### config.mk
export PLATFORM = sky130hd
export DESIGN_NAME = rss_reset_sequencer
export DESIGN_NICKNAME = d
export VERILOG_FILES = /design/src/inc/rss_pkg.sv /design/src/rtl/rss_reset_sequencer.sv
export SDC_FILE = /design/constraint.sdc
export NUM_CORES = 1
export LEC_CHECK = 0
export ABC_AREA = 1
export BUFFER_PORTS_ARGS = -buffer_cell sky130_fd_sc_hd__buf_4
export CAP_MARGIN = 25
export CORE_MARGIN = 2
export CORE_UTILIZATION = 56
export DETAILED_ROUTE_END_ITERATION = 10
export PLACE_DENSITY = 0.91
export SLEW_MARGIN = 40
export SYNTH_ARGS = -nofsm -noshare
export SYNTH_HDL_FRONTEND = slang
export SYNTH_SLANG_ARGS = --single-unit
export TNS_END_PERCENT = 50
### constraint.sdc
create_clock -name clk -period 2.1 [get_ports clk]
set_input_delay 0.315 -clock clk [delete_from_list [all_inputs] [get_ports clk]]
set_output_delay 0.315 -clock clk [all_outputs]
set_load 0.01 [all_outputs]
### src/inc/rss_pkg.sv
// constants, config layout, states and causes of the reset source sequencer
// assumes one 250 MHz core clock; the slow oscillator is derived from it
package rss_pkg;
  localparam int unsigned CLK_HZ       = 250_000_000;
  localparam int unsigned WDT_OSC_HZ   = 15_000;
  // rounded down: the derived oscillator never runs slow
  localparam int unsigned OSC_DIV      = CLK_HZ / WDT_OSC_HZ;
  localparam int unsigned POWERUP_DELAY_TIMER_MS      = 64;
  localparam int unsigned POWERUP_DELAY_TIMER_TICKS   = POWERUP_DELAY_TIMER_MS * WDT_OSC_HZ / 1000;
  localparam int unsigned WDT_BASE_MS  = 17;
  localparam int unsigned WDT_TICKS    = WDT_BASE_MS * WDT_OSC_HZ / 1000;
  localparam int unsigned OST_CYC      = 1024;
  localparam int unsigned PIN_FILT_NS  = 2000;
  localparam int unsigned BOR_FILT_NS  = 1000;
  localparam int unsigned CLK_MHZ      = CLK_HZ / 1_000_000;
  localparam int unsigned PIN_FILT_CYC = (PIN_FILT_NS * CLK_MHZ + 999) / 1000;
  localparam int unsigned BOR_FILT_CYC = (BOR_FILT_NS * CLK_MHZ + 999) / 1000;

  localparam logic [9:0]  POWERUP_DELAY_TIMER_LAST = 10'(POWERUP_DELAY_TIMER_TICKS - 1);
  localparam logic [7:0]  WDT_LAST  = 8'(WDT_TICKS - 1);
  localparam logic [10:0] OST_LAST  = 11'(OST_CYC - 1);
  localparam logic [9:0]  PIN_LAST  = 10'(PIN_FILT_CYC - 1);
  localparam logic [9:0]  BOR_LAST  = 10'(BOR_FILT_CYC - 1);

  localparam logic [7:0] ADDR_CFG  = 8'h00;
  localparam logic [7:0] ADDR_OPT  = 8'h04;
  localparam logic [7:0] ADDR_PCON = 8'h08;
  localparam logic [7:0] ADDR_STAT = 8'h0c;
  localparam logic [7:0] ADDR_CMD  = 8'h10;

  localparam int OPT_PSA_BIT    = 3;
  localparam int PCON_BOR_BIT   = 0;
  localparam int PCON_POR_BIT   = 1;
  localparam int STAT_PD_BIT    = 3;
  localparam int STAT_TO_BIT    = 4;
  localparam int STAT_CAUSE_LSB = 8;
  localparam int STAT_STATE_LSB = 12;
  localparam int CMD_CLR_BIT    = 0;

  localparam logic [1:0] RESP_OKAY   = 2'h0;
  localparam logic [1:0] RESP_SLVERR = 2'h2;

  typedef struct packed {
    logic       xtal;       // crystal clock: wake needs start-up count
    logic       borLevel;   // brownout_level_sel
    logic [1:0] brownout_enable_cfg;      // brownout_enable_cfg
    logic       pwrtDis;    // powerup_delay_disable
    logic       extPinSel;  // ext_reset_pin_select
    logic       wdtEn;      // watchdog_enable_cfg
  } rss_cfg_t;

  localparam rss_cfg_t   CFG_RST  = 7'h1b;
  localparam logic [3:0] OPT_RST  = 4'hf;
  localparam logic [1:0] PCON_RST = 2'h1;
  // synchroniser idle values: pin high, supply low flag clear, supply ok clear
  localparam logic [2:0] SYNC_RST = 3'h4;

  typedef enum logic [2:0] {
    ST_HOLD  = 3'h0,
    ST_POWERUP_DELAY_TIMER  = 3'h1,
    ST_OST   = 3'h3,
    ST_RUN   = 3'h2,
    ST_SLEEP = 3'h6,
    ST_WAKE  = 3'h7
  } rss_state_t;

  typedef enum logic [2:0] {
    CS_POR       = 3'h0,
    CS_BOR       = 3'h1,
    CS_WDT_RUN   = 3'h2,
    CS_WDT_SLEEP = 3'h3,
    CS_PIN_RUN   = 3'h4,
    CS_PIN_SLEEP = 3'h5
  } rss_cause_t;
endpackage : rss_pkg

### src/rtl/rss_reset_sequencer.sv
// reset source sequencer: supply, pin and watchdog resets, start-up timers
// assumes analog detectors and the pin are asynchronous; core signals are on clk
// Function
// - record six distinct reset causes
// - retained registers reset only on power-on
// - watchdog wake resumes without resetting registers
// - timeout and powerdown flags encode the cause
// - reset restarts at zero, wake continues
// - irq wake with enable vectors after next
// - unimplemented status bits read as zero
// - reset pin path filters short pulses
// - never drive the reset pin
// - pin select: internal reset or pin
// - hold reset while supply inadequate
// - power-up delay after supply resets only
// - config bit disables the power-up delay
// - watchdog shares eight-bit prescaler, selectable period
// - watchdog clocked from slow oscillator
// - watchdog held during oscillator start-up count
// - enabled watchdog runs through sleep
// - watchdog clear conditions
// - two-bit brown-out mode select
// - brown-out level select bit
// - filtered low supply resets, restarts delay
// - flash erase forces brown-out at lowest
// - supply, then delay, then start-up count
// - power-on status cleared only by power-on
//
// The placing of the registers and the AXI4-Lite register port were decided locally.
`timescale 1ns/1ps
`default_nettype none
module rss_reset_sequencer
  import rss_pkg::*;
#(
  parameter int unsigned OSC_DIV_P = OSC_DIV
) (
  input  wire logic        clk,
  input  wire logic        rst,
  input  wire logic        porOkIn,
  input  wire logic        lowSupplyIn,
  input  wire logic        extResetPinIn,
  input  wire logic        sleepIn,
  input  wire logic        clrWdtIn,
  input  wire logic        oscFailIn,
  input  wire logic        flashEraseIn,
  input  wire logic        irqWakeIn,
  input  wire logic        gieIn,
  output logic             coreRstQ,
  output logic             porRstQ,
  output logic             resumeQ,
  output logic             vectorQ,
  output logic             sleepingQ,
  output logic             borEnQ,
  output logic             borLevelQ,
  output logic             extPinOutQ,
  output logic             extPinOeQ,
  output logic             extPinPullupQ,
  input  wire logic        awvalid,
  output logic             awready,
  input  wire logic [7:0]  awaddr,
  input  wire logic        wvalid,
  output logic             wready,
  input  wire logic [31:0] wdata,
  input  wire logic [3:0]  wstrb,
  output logic             bvalid,
  input  wire logic        bready,
  output logic [1:0]       bresp,
  input  wire logic        arvalid,
  output logic             arready,
  input  wire logic [7:0]  araddr,
  output logic             rvalid,
  input  wire logic        rready,
  output logic [31:0]      rdata,
  output logic [1:0]       rresp
);
  localparam int NS = 3;

  rss_cfg_t    cfgQ;
  logic [3:0]  optQ;
  logic [1:0]  pconQ;
  rss_state_t  stateQ, stateD;
  rss_cause_t  causeQ;
  logic        toQ, pdQ, wakeIrqQ;
  logic [NS-1:0] lvl;
  logic        pinRstQ, pinPrevQ, borRstQ;
  logic [9:0]  pinCntQ, borCntQ;
  logic [14:0] oscCntQ;
  logic        oscTickQ;
  logic [9:0]  pwrtCntQ;
  logic [10:0] ostCntQ;
  logic [7:0]  baseCntQ, preCntQ;
  logic        awHaveQ, wHaveQ;
  logic [7:0]  awAddrQ;
  logic [31:0] wDataQ;
  logic        wStrb0Q;

  // 3-flop synchronisers; a level counts once stages two and three agree
  for (genvar gi = 0; gi < NS; gi++) begin : g_sync
    logic s1Q, s2Q, s3Q, lvQ;
    always_ff @(posedge clk) begin
      if (rst) begin
        s1Q <= SYNC_RST[gi];
        s2Q <= SYNC_RST[gi];
        s3Q <= SYNC_RST[gi];
        lvQ <= SYNC_RST[gi];
      end else begin
        s1Q <= (gi == 0) ? porOkIn : (gi == 1) ? lowSupplyIn : extResetPinIn;
        s2Q <= s1Q;
        s3Q <= s2Q;
        if (s2Q == s3Q) begin
          lvQ <= s3Q;
        end
      end
    end
    assign lvl[gi] = lvQ;
  end

  wire porLow   = !lvl[0];
  wire sleeping = (stateQ == ST_SLEEP);
  // flash erase overrides the mode and the level
  wire borOn    = flashEraseIn || (cfgQ.brownout_enable_cfg == 2'h3) ||
                  (cfgQ.brownout_enable_cfg == 2'h2 && !sleeping);
  wire pinRaw   = cfgQ.extPinSel && !lvl[2];
  wire borRaw   = borOn && lvl[1];

  // reset pin noise filter, both edges need a stable width
  always_ff @(posedge clk) begin
    if (rst) begin
      pinCntQ  <= '0;
      pinRstQ  <= 1'b0;
      pinPrevQ <= 1'b0;
    end else begin
      pinPrevQ <= pinRstQ;
      if (pinRaw == pinRstQ) begin
        pinCntQ <= '0;
      end else if (pinCntQ == PIN_LAST) begin
        pinCntQ <= '0;
        pinRstQ <= pinRaw;
      end else begin
        pinCntQ <= pinCntQ + 10'h001;
      end
    end
  end

  // brown-out qualifier: only a dip longer than the filter time counts
  always_ff @(posedge clk) begin
    if (rst) begin
      borCntQ <= '0;
      borRstQ <= 1'b0;
    end else if (!borRaw) begin
      borCntQ <= '0;
      borRstQ <= 1'b0;
    end else if (borCntQ == BOR_LAST) begin
      borRstQ <= 1'b1;
    end else begin
      borCntQ <= borCntQ + 10'h001;
    end
  end

  // slow oscillator tick derived from clk
  always_ff @(posedge clk) begin
    if (rst || oscCntQ == 15'(OSC_DIV_P - 1)) begin
      oscCntQ  <= '0;
      oscTickQ <= !rst;
    end else begin
      oscCntQ  <= oscCntQ + 15'h0001;
      oscTickQ <= 1'b0;
    end
  end

  wire pwrtDone = oscTickQ && (pwrtCntQ == POWERUP_DELAY_TIMER_LAST);
  wire ostDone  = !cfgQ.xtal || (ostCntQ == OST_LAST);

  always_ff @(posedge clk) begin
    if (rst || stateQ != ST_POWERUP_DELAY_TIMER) begin
      pwrtCntQ <= '0;
    end else if (oscTickQ) begin
      pwrtCntQ <= pwrtCntQ + 10'h001;
    end
  end

  always_ff @(posedge clk) begin
    if (rst || (stateQ != ST_OST && stateQ != ST_WAKE)) begin
      ostCntQ <= '0;
    end else if (!ostDone) begin
      ostCntQ <= ostCntQ + 11'h001;
    end
  end

  // watchdog: base period, then the shared prescaler when assigned to it
  wire       wrGo   = awHaveQ && wHaveQ;
  wire       cmdClr = wrGo && wStrb0Q && awAddrQ == ADDR_CMD && wDataQ[CMD_CLR_BIT];
  wire       inStart = (stateQ == ST_HOLD) || (stateQ == ST_POWERUP_DELAY_TIMER) ||
                      (stateQ == ST_OST) || (stateQ == ST_WAKE);
  wire       wdtClr = !cfgQ.wdtEn || clrWdtIn || cmdClr || oscFailIn ||
                      inStart;
  wire [7:0] preMax = optQ[OPT_PSA_BIT] ? (8'h7f >> (3'h7 - optQ[2:0])) : 8'h00;
  wire       baseTick = oscTickQ && (baseCntQ == WDT_LAST);
  wire       wdtFire  = !wdtClr && baseTick && (preCntQ == preMax);
  // wake clear kept out of the fire term, else fire, wake and clear form a loop
  wire       wakeEv   = sleeping && (wdtFire || irqWakeIn);

  // sleep is not a clear term, so the count carries across it
  always_ff @(posedge clk) begin
    if (rst || wdtClr || (wakeEv && !cfgQ.xtal)) begin
      baseCntQ <= '0;
      preCntQ  <= '0;
    end else if (baseTick) begin
      baseCntQ <= '0;
      preCntQ  <= (preCntQ == preMax) ? 8'h00 : preCntQ + 8'h01;
    end else if (oscTickQ) begin
      baseCntQ <= baseCntQ + 8'h01;
    end
  end

  wire pinRise = pinRstQ && !pinPrevQ;

  always_comb begin
    stateD = stateQ;
    case (stateQ)
      ST_HOLD: begin
        if (!porLow && !borRstQ) begin
          stateD = (causeQ inside {CS_POR, CS_BOR} && !cfgQ.pwrtDis) ?
                   ST_POWERUP_DELAY_TIMER : ST_OST;
        end
      end
      ST_POWERUP_DELAY_TIMER:  stateD = pwrtDone ? ST_OST : ST_POWERUP_DELAY_TIMER;
      ST_OST:   stateD = ostDone ? ST_RUN : ST_OST;
      ST_RUN: begin
        if (pinRise) begin
          stateD = ST_OST;
        end else if (wdtFire) begin
          stateD = ST_HOLD;
        end else if (sleepIn) begin
          stateD = ST_SLEEP;
        end
      end
      ST_SLEEP: begin
        if (pinRise) begin
          stateD = ST_OST;
        end else if (wakeEv) begin
          stateD = cfgQ.xtal ? ST_WAKE : ST_RUN;
        end
      end
      ST_WAKE:  stateD = ostDone ? ST_RUN : ST_WAKE;
      default:  stateD = ST_HOLD;
    endcase
    if (porLow || borRstQ) begin
      stateD = ST_HOLD;
    end
  end

  always_ff @(posedge clk) begin
    if (rst) begin
      stateQ <= ST_HOLD;
    end else begin
      stateQ <= stateD;
    end
  end

  // cause and flags; supply resets take priority over pin and watchdog
  always_ff @(posedge clk) begin
    if (rst || porLow) begin
      causeQ <= CS_POR;
      toQ    <= 1'b1;
      pdQ    <= 1'b1;
    end else if (borRstQ) begin
      causeQ <= CS_BOR;
      toQ    <= 1'b1;
      pdQ    <= 1'b1;
    end else if (pinRise && (stateQ == ST_RUN || sleeping)) begin
      causeQ <= sleeping ? CS_PIN_SLEEP : CS_PIN_RUN;
      if (sleeping) begin
        toQ <= 1'b1;
        pdQ <= 1'b0;
      end
    end else if (wdtFire && (stateQ == ST_RUN || sleeping)) begin
      causeQ <= sleeping ? CS_WDT_SLEEP : CS_WDT_RUN;
      toQ    <= 1'b0;
      pdQ    <= !sleeping;
    end else if (stateQ == ST_RUN && sleepIn) begin
      toQ <= 1'b1;
      pdQ <= 1'b0;
    end else if (clrWdtIn || cmdClr) begin
      toQ <= 1'b1;
      pdQ <= 1'b1;
    end
  end

  // wake outputs: one-cycle pulses when the core resumes after sleep
  always_ff @(posedge clk) begin
    if (rst) begin
      wakeIrqQ <= 1'b0;
      resumeQ  <= 1'b0;
      vectorQ  <= 1'b0;
    end else begin
      if (wakeEv) begin
        wakeIrqQ <= !wdtFire;
      end
      resumeQ <= stateD == ST_RUN && (stateQ == ST_SLEEP || stateQ == ST_WAKE);
      vectorQ <= stateD == ST_RUN && (stateQ == ST_SLEEP || stateQ == ST_WAKE) &&
                 (sleeping ? !wdtFire : wakeIrqQ) && gieIn;
    end
  end

  // registered reset lines so every core flop leaves reset on one edge
  always_ff @(posedge clk) begin
    if (rst) begin
      coreRstQ  <= 1'b1;
      porRstQ   <= 1'b1;
      sleepingQ <= 1'b0;
    end else begin
      coreRstQ  <= (stateQ inside {ST_HOLD, ST_POWERUP_DELAY_TIMER, ST_OST}) || pinRstQ;
      porRstQ   <= (stateQ inside {ST_HOLD, ST_POWERUP_DELAY_TIMER, ST_OST}) && causeQ == CS_POR;
      sleepingQ <= sleeping || stateQ == ST_WAKE;
    end
  end

  // pin stays an input: output and enable are held low for good
  always_ff @(posedge clk) begin
    if (rst) begin
      borEnQ        <= 1'b0;
      borLevelQ     <= 1'b0;
      extPinOutQ    <= 1'b0;
      extPinOeQ     <= 1'b0;
      extPinPullupQ <= 1'b0;
    end else begin
      borEnQ        <= borOn;
      borLevelQ     <= flashEraseIn ? 1'b0 : cfgQ.borLevel;
      extPinOutQ    <= 1'b0;
      extPinOeQ     <= 1'b0;
      extPinPullupQ <= cfgQ.extPinSel;
    end
  end

  // AXI4-Lite write channel: address and data accepted in either order
  wire awHaveD = (awHaveQ && !wrGo) || (awvalid && awready);
  wire wHaveD  = (wHaveQ && !wrGo) || (wvalid && wready);
  wire bvalidD = wrGo || (bvalid && !bready);
  wire wrMap   = awAddrQ inside {ADDR_CFG, ADDR_OPT, ADDR_PCON, ADDR_STAT, ADDR_CMD};

  always_ff @(posedge clk) begin
    if (rst) begin
      awHaveQ <= 1'b0;
      wHaveQ  <= 1'b0;
      awAddrQ <= '0;
      wDataQ  <= '0;
      wStrb0Q <= 1'b0;
      awready <= 1'b0;
      wready  <= 1'b0;
      bvalid  <= 1'b0;
      bresp   <= RESP_OKAY;
    end else begin
      awHaveQ <= awHaveD;
      wHaveQ  <= wHaveD;
      bvalid  <= bvalidD;
      awready <= !awHaveD && !bvalidD;
      wready  <= !wHaveD && !bvalidD;
      if (awvalid && awready) begin
        awAddrQ <= awaddr;
      end
      if (wvalid && wready) begin
        wDataQ  <= wdata;
        wStrb0Q <= wstrb[0];
      end
      if (wrGo) begin
        bresp <= wrMap ? RESP_OKAY : RESP_SLVERR;
      end
    end
  end

  wire wrLow = wrGo && wStrb0Q;

  always_ff @(posedge clk) begin
    if (rst) begin
      cfgQ <= CFG_RST;
      optQ <= OPT_RST;
    end else begin
      if (wrLow && awAddrQ == ADDR_CFG) begin
        cfgQ <= rss_cfg_t'(wDataQ[6:0]);
      end
      if (wrLow && awAddrQ == ADDR_OPT) begin
        optQ <= wDataQ[3:0];
      end
    end
  end

  // status bits: hardware clear wins over a software write in the same cycle
  always_ff @(posedge clk) begin
    if (rst) begin
      pconQ <= PCON_RST;
    end else begin
      if (wrLow && awAddrQ == ADDR_PCON) begin
        pconQ <= wDataQ[1:0];
      end
      if (porLow) begin
        pconQ[PCON_POR_BIT] <= 1'b0;
      end
      if (borRstQ && !porLow) begin
        pconQ[PCON_BOR_BIT] <= 1'b0;
      end
    end
  end

  // AXI4-Lite read channel
  logic [31:0] rdMux;
  always_comb begin
    rdMux = 32'h0000_0000;
    case (araddr)
      ADDR_CFG:  rdMux[6:0] = cfgQ;
      ADDR_OPT:  rdMux[3:0] = optQ;
      ADDR_PCON: rdMux[1:0] = pconQ;
      ADDR_STAT: begin
        rdMux[STAT_TO_BIT] = toQ;
        rdMux[STAT_PD_BIT] = pdQ;
        rdMux[STAT_CAUSE_LSB +: 3] = causeQ;
        rdMux[STAT_STATE_LSB +: 3] = stateQ;
      end
      default:   rdMux = 32'h0000_0000;
    endcase
  end

  wire rvalidD = (arvalid && arready) || (rvalid && !rready);
  wire rdMap   = araddr inside {ADDR_CFG, ADDR_OPT, ADDR_PCON, ADDR_STAT, ADDR_CMD};

  always_ff @(posedge clk) begin
    if (rst) begin
      arready <= 1'b0;
      rvalid  <= 1'b0;
      rdata   <= '0;
      rresp   <= RESP_OKAY;
    end else begin
      rvalid  <= rvalidD;
      arready <= !rvalidD;
      if (arvalid && arready) begin
        rdata <= rdMux;
        rresp <= rdMap ? RESP_OKAY : RESP_SLVERR;
      end
    end
  end
endmodule : rss_reset_sequencer
`default_nettype wire

* Word level (Yosys, flattened, before mapping)
Cells that the tools add are included.
** Cells by class
- Bitwise gates (word level) :: 3
- Eq/ne operators :: 32
- Reductions and logical operators :: 101
- $add $sub $neg :: 8
- Shift-type cells :: 1
- Muxes and demuxes :: 41
** Operators with widths (number)
- $mux 3 :: 13
- $logic_and 1x1->1 :: 37
- $eq 8x4->1 const B :: 4
- $add 10x1->10 const B :: 3
- $logic_or 1x1->1 :: 26
- $logic_not 1->1 :: 18
- $pmux 3 s6 :: 1
- $add 8x1->8 const B :: 2
- $eq 8x3->1 const B :: 2
- $eq 8x5->1 const B :: 2
- $logic_not 8->1 :: 2
- $mux 1 :: 16
- $mux 8 :: 2
- $add 15x1->15 const B :: 1
- $eq 15x15->1 const B :: 1
- $add 11x1->11 const B :: 1
- $eq 11x10->1 const B :: 1
- $eq 10x10->1 const B :: 1
- $eq 10x8->1 const B :: 1
- $eq 10x9->1 const B :: 1
- $mux 2 :: 5
- $reduce_bool 5->1 :: 2
- $reduce_or 2->1 :: 5
- $eq 3x2->1 const B :: 3
- other kinds (22) :: 36
** Word-level totals
- Output and inout port bits :: 51
- Flip-flop bits (word level) :: 158

* Longest topological paths before layout
Gate-level depths: netlist of the first run.
- Depth after elaboration :: 20
- Gate-level depth with buffers :: 16
- Mapped depth without buffers :: 15

* Worst setup path after synthesis of the first run
Ideal clock, no wire load.
- Path type :: register to register
- Start :: register oscCntQ[0]
- End :: register oscCntQ[14]
- Cell stages (with the launch flop) :: 10
- Slack :: 409 ps
- Data arrival time :: 1577 ps
- Required time :: 1985 ps
- Path through :: dfxtp_1 -> ha_1 -> nand2_1 -> nor3_2 -> nand3_1 -> nor3_2 -> nand3_1 -> nor3_2 -> a21oi_1 -> o21a_1
** Between the ends
- Longest elaborated chain between the ends :: 2
** Ends and longest elaborated chain
- start, declared :: RTL line rss_reset_sequencer.sv:87 : logic [14:0] oscCntQ;
- start signal, assigned :: RTL line rss_reset_sequencer.sv:166 : oscCntQ <= oscCntQ + 15'h0001;
- parallel branches: the longest is 2 deep, another holds $add 15x1->15
Several ways; the timed one is not identified.
A chain may end at the register's enable or synchronous reset.

* Final worst setup path of the first run
- Start :: register stateQ[1]
- End :: register borCntQ[7]
** Between the ends
- Longest elaborated chain between the ends :: 7
** Ends and longest elaborated chain
- start, declared :: RTL line rss_reset_sequencer.sv:81 : rss_state_t stateQ, stateD;
- start signal, assigned :: RTL line rss_reset_sequencer.sv:257 : stateQ <= stateD;
- $eq 3x3->1 :: RTL line rss_reset_sequencer.sv:119 : wire sleeping = (stateQ == ST_SLEEP);
- $logic_not 1->1 :: RTL line rss_reset_sequencer.sv:122 : (cfgQ.brownout_enable_cfg == 2'h2 && !sleeping);
- $logic_and 1x1->1 :: RTL line rss_reset_sequencer.sv:122
- $logic_or 1x1->1 :: RTL line rss_reset_sequencer.sv:121 : wire borOn = flashEraseIn || (cfgQ.brownout_enable_cfg == 2'h3) ||
- $logic_and 1x1->1 :: RTL line rss_reset_sequencer.sv:124 : wire borRaw = borOn && lvl[1];
- $not 1->1 (no source line)
- $reduce_or 2->1 (no source line)
- end signal, assigned :: RTL line rss_reset_sequencer.sv:156 : borCntQ <= borCntQ + 10'h001;
- end, declared :: RTL line rss_reset_sequencer.sv:86 : logic [9:0] pinCntQ, borCntQ;
No other way between the ends.

==> qor.txt, run 1 <==
CP Capture Type: flip-flop
Ports: 119
FF+latch count, synth: 156
cells after synthesis: 920
Std-Cell Rows: 40
Least-Margin Pin Slew: 0.703 ns
Hold Path Class: input pin to flip-flop
EDFF count, synth: 0
non-filler cells, final: 1157
Final setup viols: 0
number of global-route vias before repair: 5557
CTS tree: yes
Power Total: 6490 uW
Crit path arrival time: 2.26 ns
Max VDD drop: 0.728 mV
largest net degree at the start of global routing: 48
Starting DRT DRC Count: 469
Fmax: 516 MHz
drt via density: 5.25
most common cell in the netlist: dfxtp_1
Maximum Capacitance Violations: 0
1st-pass router iterations: 6
worst path cell trace: inv_2 > nor2_2 > inv_2 > nor2_1 > inv_1 > nor2_1 > nor2_1 > nor2_1 > nor2_1 > nand2_1 > a21oi_1 > o21a_1
Final Max Slew Viols: 0
area delta synth->final: 17.4%
Synth area leaders: dfxtp_1, nor2_1, nand2_1
clk buf depth: 2
main flop type after synthesis: dfxtp_1
period utilisation layout: 92.3%
mapped cell area: 6920 sq um
shortest period the worst path allows: 1.94 ns
ratio of cells with drive above 1 in the final layout: 15.2%
routed len/inst: 13.0 um
detailed-placement wirelength estimate: 10700 um
crit-path leading delay family: simple AND/OR/NAND/NOR gates
post-route ant nets: 0
Clk Latency, worst-skew pair: 0.43 ns
placed inst area: 7480 sq um
clock-pin slew on the worst setup and hold paths: 0.06 ns
via count: 6077
slowest stage cell, crit path: dfxtp_1
Leak: 0.00335 uW
Slew HR: 53.1%
distinct cell type count of the synthesized netlist: 48
final wirelength: 15000 um
status: complete, no violations
register area share after synthesis: 45.2%
clock sink count: 156
initial antenna violation count: 0
die area: 13300 sq um
root buf cell: clkbuf_16
# diodes: 0
DRC: 0
DIE WIDTH: 115 um
CP dominant cell by count: nor2_1
GRT overflow: 0
Nets: 1076
Synth area leader: dfxtp_1
GRT Overall Usage: 23.2%
CP Buf/Inv Count: 3
# H-tree levels: 4
first-pass GRT wire length: 24500 um
Die Y: 115 um
CP max FO: 11
top cell type's share of synthesized area: 45.2%
Synth async-reset ratio: 0%
Final Hold Fails: 0
Data required, critical path: 2.43 ns
critical path class: flip-flop to flip-flop
max incr delay on CP: 0.41 ns
Initial Util: 57.6%
total CTS buffers: 17
placed cells: 1123
post-route cell area: 8120 sq um
synth warn: 0
hold buffers post-CTS: 0
most instantiated cells after synthesis: dfxtp_1, nor2_1, nand2_1
Mean Syn Cell Area: 7.52 sq um
Final Wtd Congestion: 0.904
# port buffers: 67
clock skew: 0.00818 ns
Setup crit start kind: flip-flop
PD cells: 800 nW/um^2
area of the core: 12000 sq um
## placed cells by master, fill, tap and decap left out, types with 6 or more instances in the layout
master     count
nand2_1      149
o211ai_1       9
nand3_1       41
nor2_1       153
nor3_1        17
a21oi_1       61
xnor2_1        7
buf_4         78
inv_1        105
dfxtp_1      154
inv_2          6
nor4_1         6
or2_2         11
conb_1        23
clkbuf_16     17
nand4_1       18
ha_1           9
o21ai_0       50
xor2_1        22
## worst reg2reg max path: stages (launching register included)
cell     delay [ns]
dfxtp_1        0.41
inv_2          0.07
nor2_2         0.20
inv_2          0.09
nor2_1         0.16
inv_1          0.12
nor2_1         0.11
nor2_1         0.05
nor2_1         0.08
nor2_1         0.06
nand2_1        0.31
a21oi_1        0.08
o21a_1         0.12
## stage by stage
stage	hold slack (ns)	setup TNS [ns]	setup WS [ns]	util [%]
2_1_floorplan	0.387	0	0.409	-
5_1_grt	0.0506	-0.00385	-0.00374	67.6
3_3_place_gp	0.396	0	0.222	62.3
4_1_cts	0.0473	0	0.187	67.3
6_report	0.0558	0	0.162	67.6
3_5_place_dp	0.396	0	0.178	62.3
## state kept, by name (all words and copies together), names as in the netlist, 2 cells and up
name,cells
g_sync.lvQ,3
causeQ,3
cfgQ,7
borCntQ,10
g_sync.s1Q,3
g_sync.s3Q,3
baseCntQ,8
awAddrQ,8
wDataQ,7
pconQ,2
ostCntQ,11
stateQ,3
pwrtCntQ,10
preCntQ,8
optQ,4
rdata,13
g_sync.s2Q,3
oscCntQ,15
pinCntQ,10
## metal layers
| metal | track usage [%] | wire length [um] | vias to the layer above | share of wire, % |
|---|---|---|---|---|
| met1 | 27.4 | 6310 | 2775 | 42 |
| li1 | - | - | 3087 | - |
| met5 | 0 | 0 | - | 0 |
| met4 | 9.16 | 328 | 0 | 2.2 |
| met3 | 6.38 | 872 | 36 | 5.8 |
| met2 | 40.0 | 7530 | 179 | 50 |
## final cells by class
class / instances / area [sq um]
fillers: 941 / 3890
flip-flops and latches: 156 / 3130
repair buffers: 78 / 586
clock inverters: 10 / 141
clock buffers: 21 / 460
multi-input cells: 632 / 3200
well taps: 147 / 184
inverters: 113 / 424
## path summary, 6_finish.rpt
path / from / endpoint / slack [ns] / cells past startpoint
setup / recovery: stateQ[1]$_SDFF_PP0_ / borCntQ[7]$_SDFFE_PP0P_ / 0.16 / 12
hold / removal: flashEraseIn / borLevelQ$_SDFF_PP0_ / 0.06 / 2
setup reg to reg: stateQ[1]$_SDFF_PP0_ / borCntQ[7]$_SDFFE_PP0P_ / 0.16 / 12
hold reg to reg: g_sync[0].s1Q$_SDFF_PP0_ / g_sync[0].s2Q$_SDFF_PP0_ / 0.40 / 2
## power by group
group          total (uW)  internal [uW]  leakage (uW)  switching [uW]
Sequential           3060           3030       0.00127            37.1
Clock                3100           1920      0.000277            1180
Combinational         330            137       0.00181             194
Total                6490           5080       0.00335            1410
## cells by family after synthesis
kind of cell | share of synthesized area [%]
fa+ha+maj | 1.81
other cells | 0.0542
simple gates | 28.1
compound gates | 11.3
buf+inv | 9.97
flops | 45.2
xor+xnor | 3.67
## what timing repair did
item / in CTS / in global routing
resized for setup: 0 / 5
endpoints found under the setup margin: 0 / 3
setup buffers: 0 / 3
(Power assumes the default switching activity.)
==> run 2: changes to the inputs <==
--- a/config.mk
+++ b/config.mk
@@ -8,8 +8,10 @@
 export ABC_AREA = 1
 export BUFFER_PORTS_ARGS = -buffer_cell sky130_fd_sc_hd__buf_4
 export CAP_MARGIN = 25
+export CELL_PAD_IN_SITES_DETAIL_PLACEMENT = 1
+export CELL_PAD_IN_SITES_GLOBAL_PLACEMENT = 1
 export CORE_MARGIN = 2
-export CORE_UTILIZATION = 56
+export CORE_UTILIZATION = 41
 export DETAILED_ROUTE_END_ITERATION = 10
 export PLACE_DENSITY = 0.91
 export SLEW_MARGIN = 40
==> qor.txt, run 2 (same netlist as run 1, synthesis figures left out) <==
status: complete, no violations
GRT Overall Usage: 21.4%
clk buf depth: 2
Largest register FFs: 15
post-route ant nets: 0
clock skew: 0.00972 ns
post-layout util: 49.6%
Starting DRT DRC Count: 316
Comb pwr share: 5.4%
total CTS buffers: 17
shortest period the worst path allows: 1.92 ns
number of global-route vias before repair: 6471
Final Hold Fails: 0
Final Max Slew Viols: 0
Hold Path Class: input pin to flip-flop
CP max FO: 9
worst path cell trace: nand2_4 > o21ai_1 > nand3b_1 > nor2_1 > nand2_1 > o21bai_2 > nand2_1 > nand2_1 > nand2_1 > nand2_1 > nand2_1 > nand2_2 > nor2_2
critical path class: flip-flop to flip-flop
Final Worst Setup Slack: 0.176 ns
first-pass GRT wire length: 30900 um
Maximum Capacitance Violations: 0
# port buffers: 67
# diodes: 0
Data required, critical path: 2.42 ns
DRC: 0
Initial Util: 41.8%
hold buffers post-CTS: 0
final wirelength: 18700 um
Crit path arrival time: 2.24 ns
Std-Cell Rows: 47
GRT overflow: 0
area delta synth->final: 18.6%
Leak: 0.00335 uW
area of the core: 16500 sq um
switching pwr: 1430 uW
initial antenna violation count: 0
fill count: 2096
largest net degree at the start of global routing: 28
Final Wtd Congestion: 0.802
# H-tree levels: 4
drt via density: 5.09
DIE WIDTH: 134 um
switching part of the total: 22.4%
clock sink count: 156
TNS Setup: 0 ns
Place WS: 0.144 ns
max incr delay on CP: 0.44 ns
Clk Latency, worst-skew pair: 0.43 ns
clock-pin slew on the worst setup and hold paths: 0.06 ns
top flop regs: oscCntQ x15, rdata x13, ostCntQ x11
ratio of cells with drive above 1 in the final layout: 16.6%
via count: 6260
slowest stage cell, crit path: dfxtp_2
CTS tree: yes
PD cells: 777 nW/um^2
Reg power frac: 48.1%
Least-Margin Pin Slew: 0.695 ns
most common cell after layout, fill and taps aside: nor2_1
CP dominant cell by count: nand2_1
1st-pass router iterations: 4
Slew HR: 53.6%
routed len/inst: 15.2 um
Ports: 119
detailed-placement wirelength estimate: 13200 um
root buf cell: clkbuf_16
Setup crit start kind: flip-flop
Die Y: 134 um
Fmax: 520 MHz
CP Capture Type: flip-flop
clock network power share: 46.5%
Final setup viols: 0
Power Total: 6370 uW
Top reg by flops: oscCntQ
placed inst area: 7590 sq um
Nets: 1077
Internal: 4950 uW
post-route cell area: 8200 sq um
die area: 17900 sq um
Max VDD drop: 0.637 mV
period utilisation layout: 91.6%
most frequent cells in the layout: nor2_1, dfxtp_1, nand2_1
-- run 2: changes by cell type in the layout (fill, tap and decap cells not counted), sizes merged --
cell	before	now
buf	78	79
bufinv	3	2
clkinv	4	6
clkinvlp	5	2
-- run 2: power groups by stage --
stage               sequential [uW]  combinational [uW]  clock, uW
global route                   3070                 384       3130
global placement               3130                 326          0
finish                         3070                 344       2960
detailed placement             3130                 339          0
floorplan                      3130                 205          0
CTS                            3070                 345       3010
-- run 2: cell type report --
cell class                 count  area [sq um]  area share, %
multi-input combinational    632          3220           39.3
sequential                   156          3140           38.2
timing repair buffer          79           593           7.23
clock buffer                  21           460           5.61
inverter                     113           424           5.17
tap                          220           275           3.36
clock inverter                 8          95.1           1.16
-- run 2: critical path, delay by kind of cell, from the launching register on --
family,cells,cell delay (ns)
AOI/OAI and AO/OA,2,0.34
DFF,1,0.44
and+or+nand+nor,11,1.04
-- run 2: routing by layer --
| layer | wire length (um) | global-route usage, % | share of wire, % |
|---|---|---|---|
| met3 | 695 | 4.72 | 3.7 |
| met4 | 295 | 7.39 | 1.6 |
| met1 | 7930 | 24.6 | 42 |
| met5 | 0 | 0 | 0 |
| met2 | 9770 | 39.0 | 52 |
-- run 2: worst paths after layout --
check	startpoint	end	slack [ns]	depth (start not counted)
worst min register to register	g_sync[0].s1Q$_SDFF_PP0_	g_sync[0].s2Q$_SDFF_PP0_	0.40	2
worst max register to register	optQ[2]$_SDFFE_PP1P_	vectorQ$_SDFF_PP0_	0.18	13
worst max-delay path	optQ[2]$_SDFFE_PP1P_	vectorQ$_SDFF_PP0_	0.18	13
worst min-delay path	extResetPinIn	g_sync[2].s1Q$_SDFF_PP1_	0.08	2
-- run 2: through the flow --
step | hold slack (ns) | std cells
final | 0.0815 | 1229
after global routing | 0.0724 | 1229
after CTS | 0.0605 | 1228
after detailed placement | 0.398 | 1199
after global placement | 0.393 | 1199
after floorplan | 0.387 | 942
-- run 2: repair_timing --
item	in CTS	in global routing
setup buffers	0	1
gates resized for setup	0	20
setup endpoints to repair	0	37
==> run 3: changes to the inputs <==
--- a/config.mk
+++ b/config.mk
@@ -8,12 +8,13 @@
 export ABC_AREA = 1
 export BUFFER_PORTS_ARGS = -buffer_cell sky130_fd_sc_hd__buf_4
 export CAP_MARGIN = 25
-export CELL_PAD_IN_SITES_DETAIL_PLACEMENT = 1
-export CELL_PAD_IN_SITES_GLOBAL_PLACEMENT = 1
+export CELL_PAD_IN_SITES_DETAIL_PLACEMENT = 2
+export CELL_PAD_IN_SITES_GLOBAL_PLACEMENT = 2
 export CORE_MARGIN = 2
-export CORE_UTILIZATION = 41
+export CORE_UTILIZATION = 32
 export DETAILED_ROUTE_END_ITERATION = 10
 export PLACE_DENSITY = 0.91
+export RECOVER_POWER = 50
 export SLEW_MARGIN = 40
 export SYNTH_ARGS = -nofsm -noshare
 export SYNTH_HDL_FRONTEND = slang
==> qor.txt, run 3 (same netlist as run 1, synthesis figures left out) <==
shortest period the worst path allows: 2.01 ns
Std-Cell Rows: 53
Slew HR: 46.1%
post-route ant nets: 0
clock-pin slew on the worst setup and hold paths: 0.07 ns
Data required, critical path: 2.46 ns
PD cells: 798 nW/um^2
GRT overflow: 0
reg2reg end: resumeQ$_SDFF_PP0_
TNS Setup: 0 ns
root buf cell: clkbuf_16
detailed-placement wirelength estimate: 15600 um
Least-Margin Pin Slew: 0.808 ns
Ports: 119
Leak: 0.00326 uW
register area: 3140 sq um
fill count: 2433
area of the multi-input gates: 3260 sq um
critical path class: flip-flop to flip-flop
CP Buf/Inv Count: 3
CTS tree: yes
worst path cell trace: inv_2 > ha_4 > inv_1 > nor2_1 > nand2_1 > nor2_2 > nand4_2 > o21bai_2 > nand2_1 > nand2_1 > nand2_1 > nand2_1 > nand2_1 > nand2_2 > inv_1
top flop regs: oscCntQ x15, rdata x13, ostCntQ x11
Worst Setup SP: baseCntQ[0]$_SDFFE_PP0P_
most frequent cells in the layout: nor2_1, dfxtp_1, nand2_1
Largest register FFs: 15
Starting DRT DRC Count: 302
Top reg by flops: oscCntQ
CP dominant cell by count: nand2_1
final wirelength: 24300 um
# port buffers: 67
reg2reg setup slack: 0.09 ns
# H-tree levels: 4
slowest stage cell, crit path: dfxtp_2
Hold Path Class: input pin to flip-flop
period utilisation layout: 95.8%
Final Wtd Congestion: 0.773
status: complete, no violations
Setup crit start kind: flip-flop
total CTS buffers: 17
Fmax: 497 MHz
clk buf depth: 2
largest net degree at the start of global routing: 38
initial antenna violation count: 0
Final setup viols: 0
die area: 22800 sq um
Maximum Capacitance Violations: 0
Final Max Slew Viols: 0
Final Hold Fails: 0
RR Startpoint: baseCntQ[0]$_SDFFE_PP0P_
drt via density: 5.03
CP Capture Type: flip-flop
Crit path arrival time: 2.37 ns
Worst R2R Path Depth: 15
Die Y: 151 um
number of global-route vias before repair: 7176
DRC: 0
Crit. path cell count: 15
Max VDD drop: 0.498 mV
DIE WIDTH: 151 um
clock skew: 0.00883 ns
clock sink count: 156
# diodes: 0
first-pass GRT wire length: 37700 um
hold buffers post-CTS: 0
ratio of cells with drive above 1 in the final layout: 14.6%
crit-path leading delay family: simple AND/OR/NAND/NOR gates
CP max FO: 3
Clk Latency, worst-skew pair: 0.45 ns
Initial Util: 32.8%
Critical Path End: resumeQ$_SDFF_PP0_
1st-pass router iterations: 4
routed len/inst: 18.8 um
max incr delay on CP: 0.33 ns
via count: 6495
area delta synth->final: 19.7%
GRT Overall Usage: 21.6%
area of the core: 21100 sq um
post-layout util: 39.2%
Nets: 1081
run 3: final cells by class:
class | instances | share of cell area, %
multi-input cells | 632 | 39.4
repair buffers | 83 | 6.24
well taps | 275 | 4.16
clock buffers | 20 | 5.52
flip-flops and latches | 156 | 37.9
clock inverters | 12 | 1.68
inverters | 113 | 5.12
run 3: metal layers:
metal / track usage, % / part of all wire (%) / up-vias / wire length [um]
met2: 40.9 / 54 / 111 / 13100
met5: 0 / 0 / - / 0
met4: 7.57 / 2.7 / 0 / 660
met1: 23.5 / 40 / 3248 / 9810
met3: 4.64 / 2.9 / 52 / 713
li1: - / - / 3084 / -
run 3: timing repair:
action,CTS,global route
buffers inserted,1,3
cloned,0,0
pin swaps,2,9
resized for setup,5,26
setup endpoints to repair,7,28
run 3: how the worst min path moves through the flow:
stage,start,end,slack (ns),cells past startpoint
2_1_floorplan,flashEraseIn,borLevelQ$_SDFF_PP0_,0.39,1
3_3_place_gp,g_sync[2].s1Q$_SDFF_PP1_,g_sync[2].s2Q$_SDFF_PP1_,0.39,1
3_5_place_dp,g_sync[0].s1Q$_SDFF_PP0_,g_sync[0].s2Q$_SDFF_PP0_,0.40,2
4_1_cts,flashEraseIn,borLevelQ$_SDFF_PP0_,0.03,2
5_1_grt,flashEraseIn,borLevelQ$_SDFF_PP0_,0.03,2
6_report,flashEraseIn,borLevelQ$_SDFF_PP0_,0.04,2
run 3: metrics by stage:
| stage | setup slack [ns] | instances | total power, uW | hold WS (ns) | instance area, sq um |
|---|---|---|---|---|---|
| 3_5_place_dp | 0.0963 | 1255 | 3480 | 0.403 | 7680 |
| 6_report | 0.0880 | 1291 | 6600 | 0.0440 | 8280 |
| 2_1_floorplan | 0.409 | 942 | 3340 | 0.387 | 7000 |
| 5_1_grt | -0.0701 | 1291 | 6850 | 0.0297 | 8280 |
| 3_3_place_gp | 0.188 | 1255 | 3450 | 0.394 | 7680 |
| 4_1_cts | 0.00270 | 1288 | 6680 | 0.0337 | 8300 |
run 3: report_power, final:
| group | total, uW | switching (uW) | internal, uW | leakage, uW |
|---|---|---|---|---|
| clock | 3180 | 1360 | 1820 | 0.000291 |
| combinational | 348 | 230 | 118 | 0.00171 |
| sequential | 3070 | 46.6 | 3020 | 0.00127 |
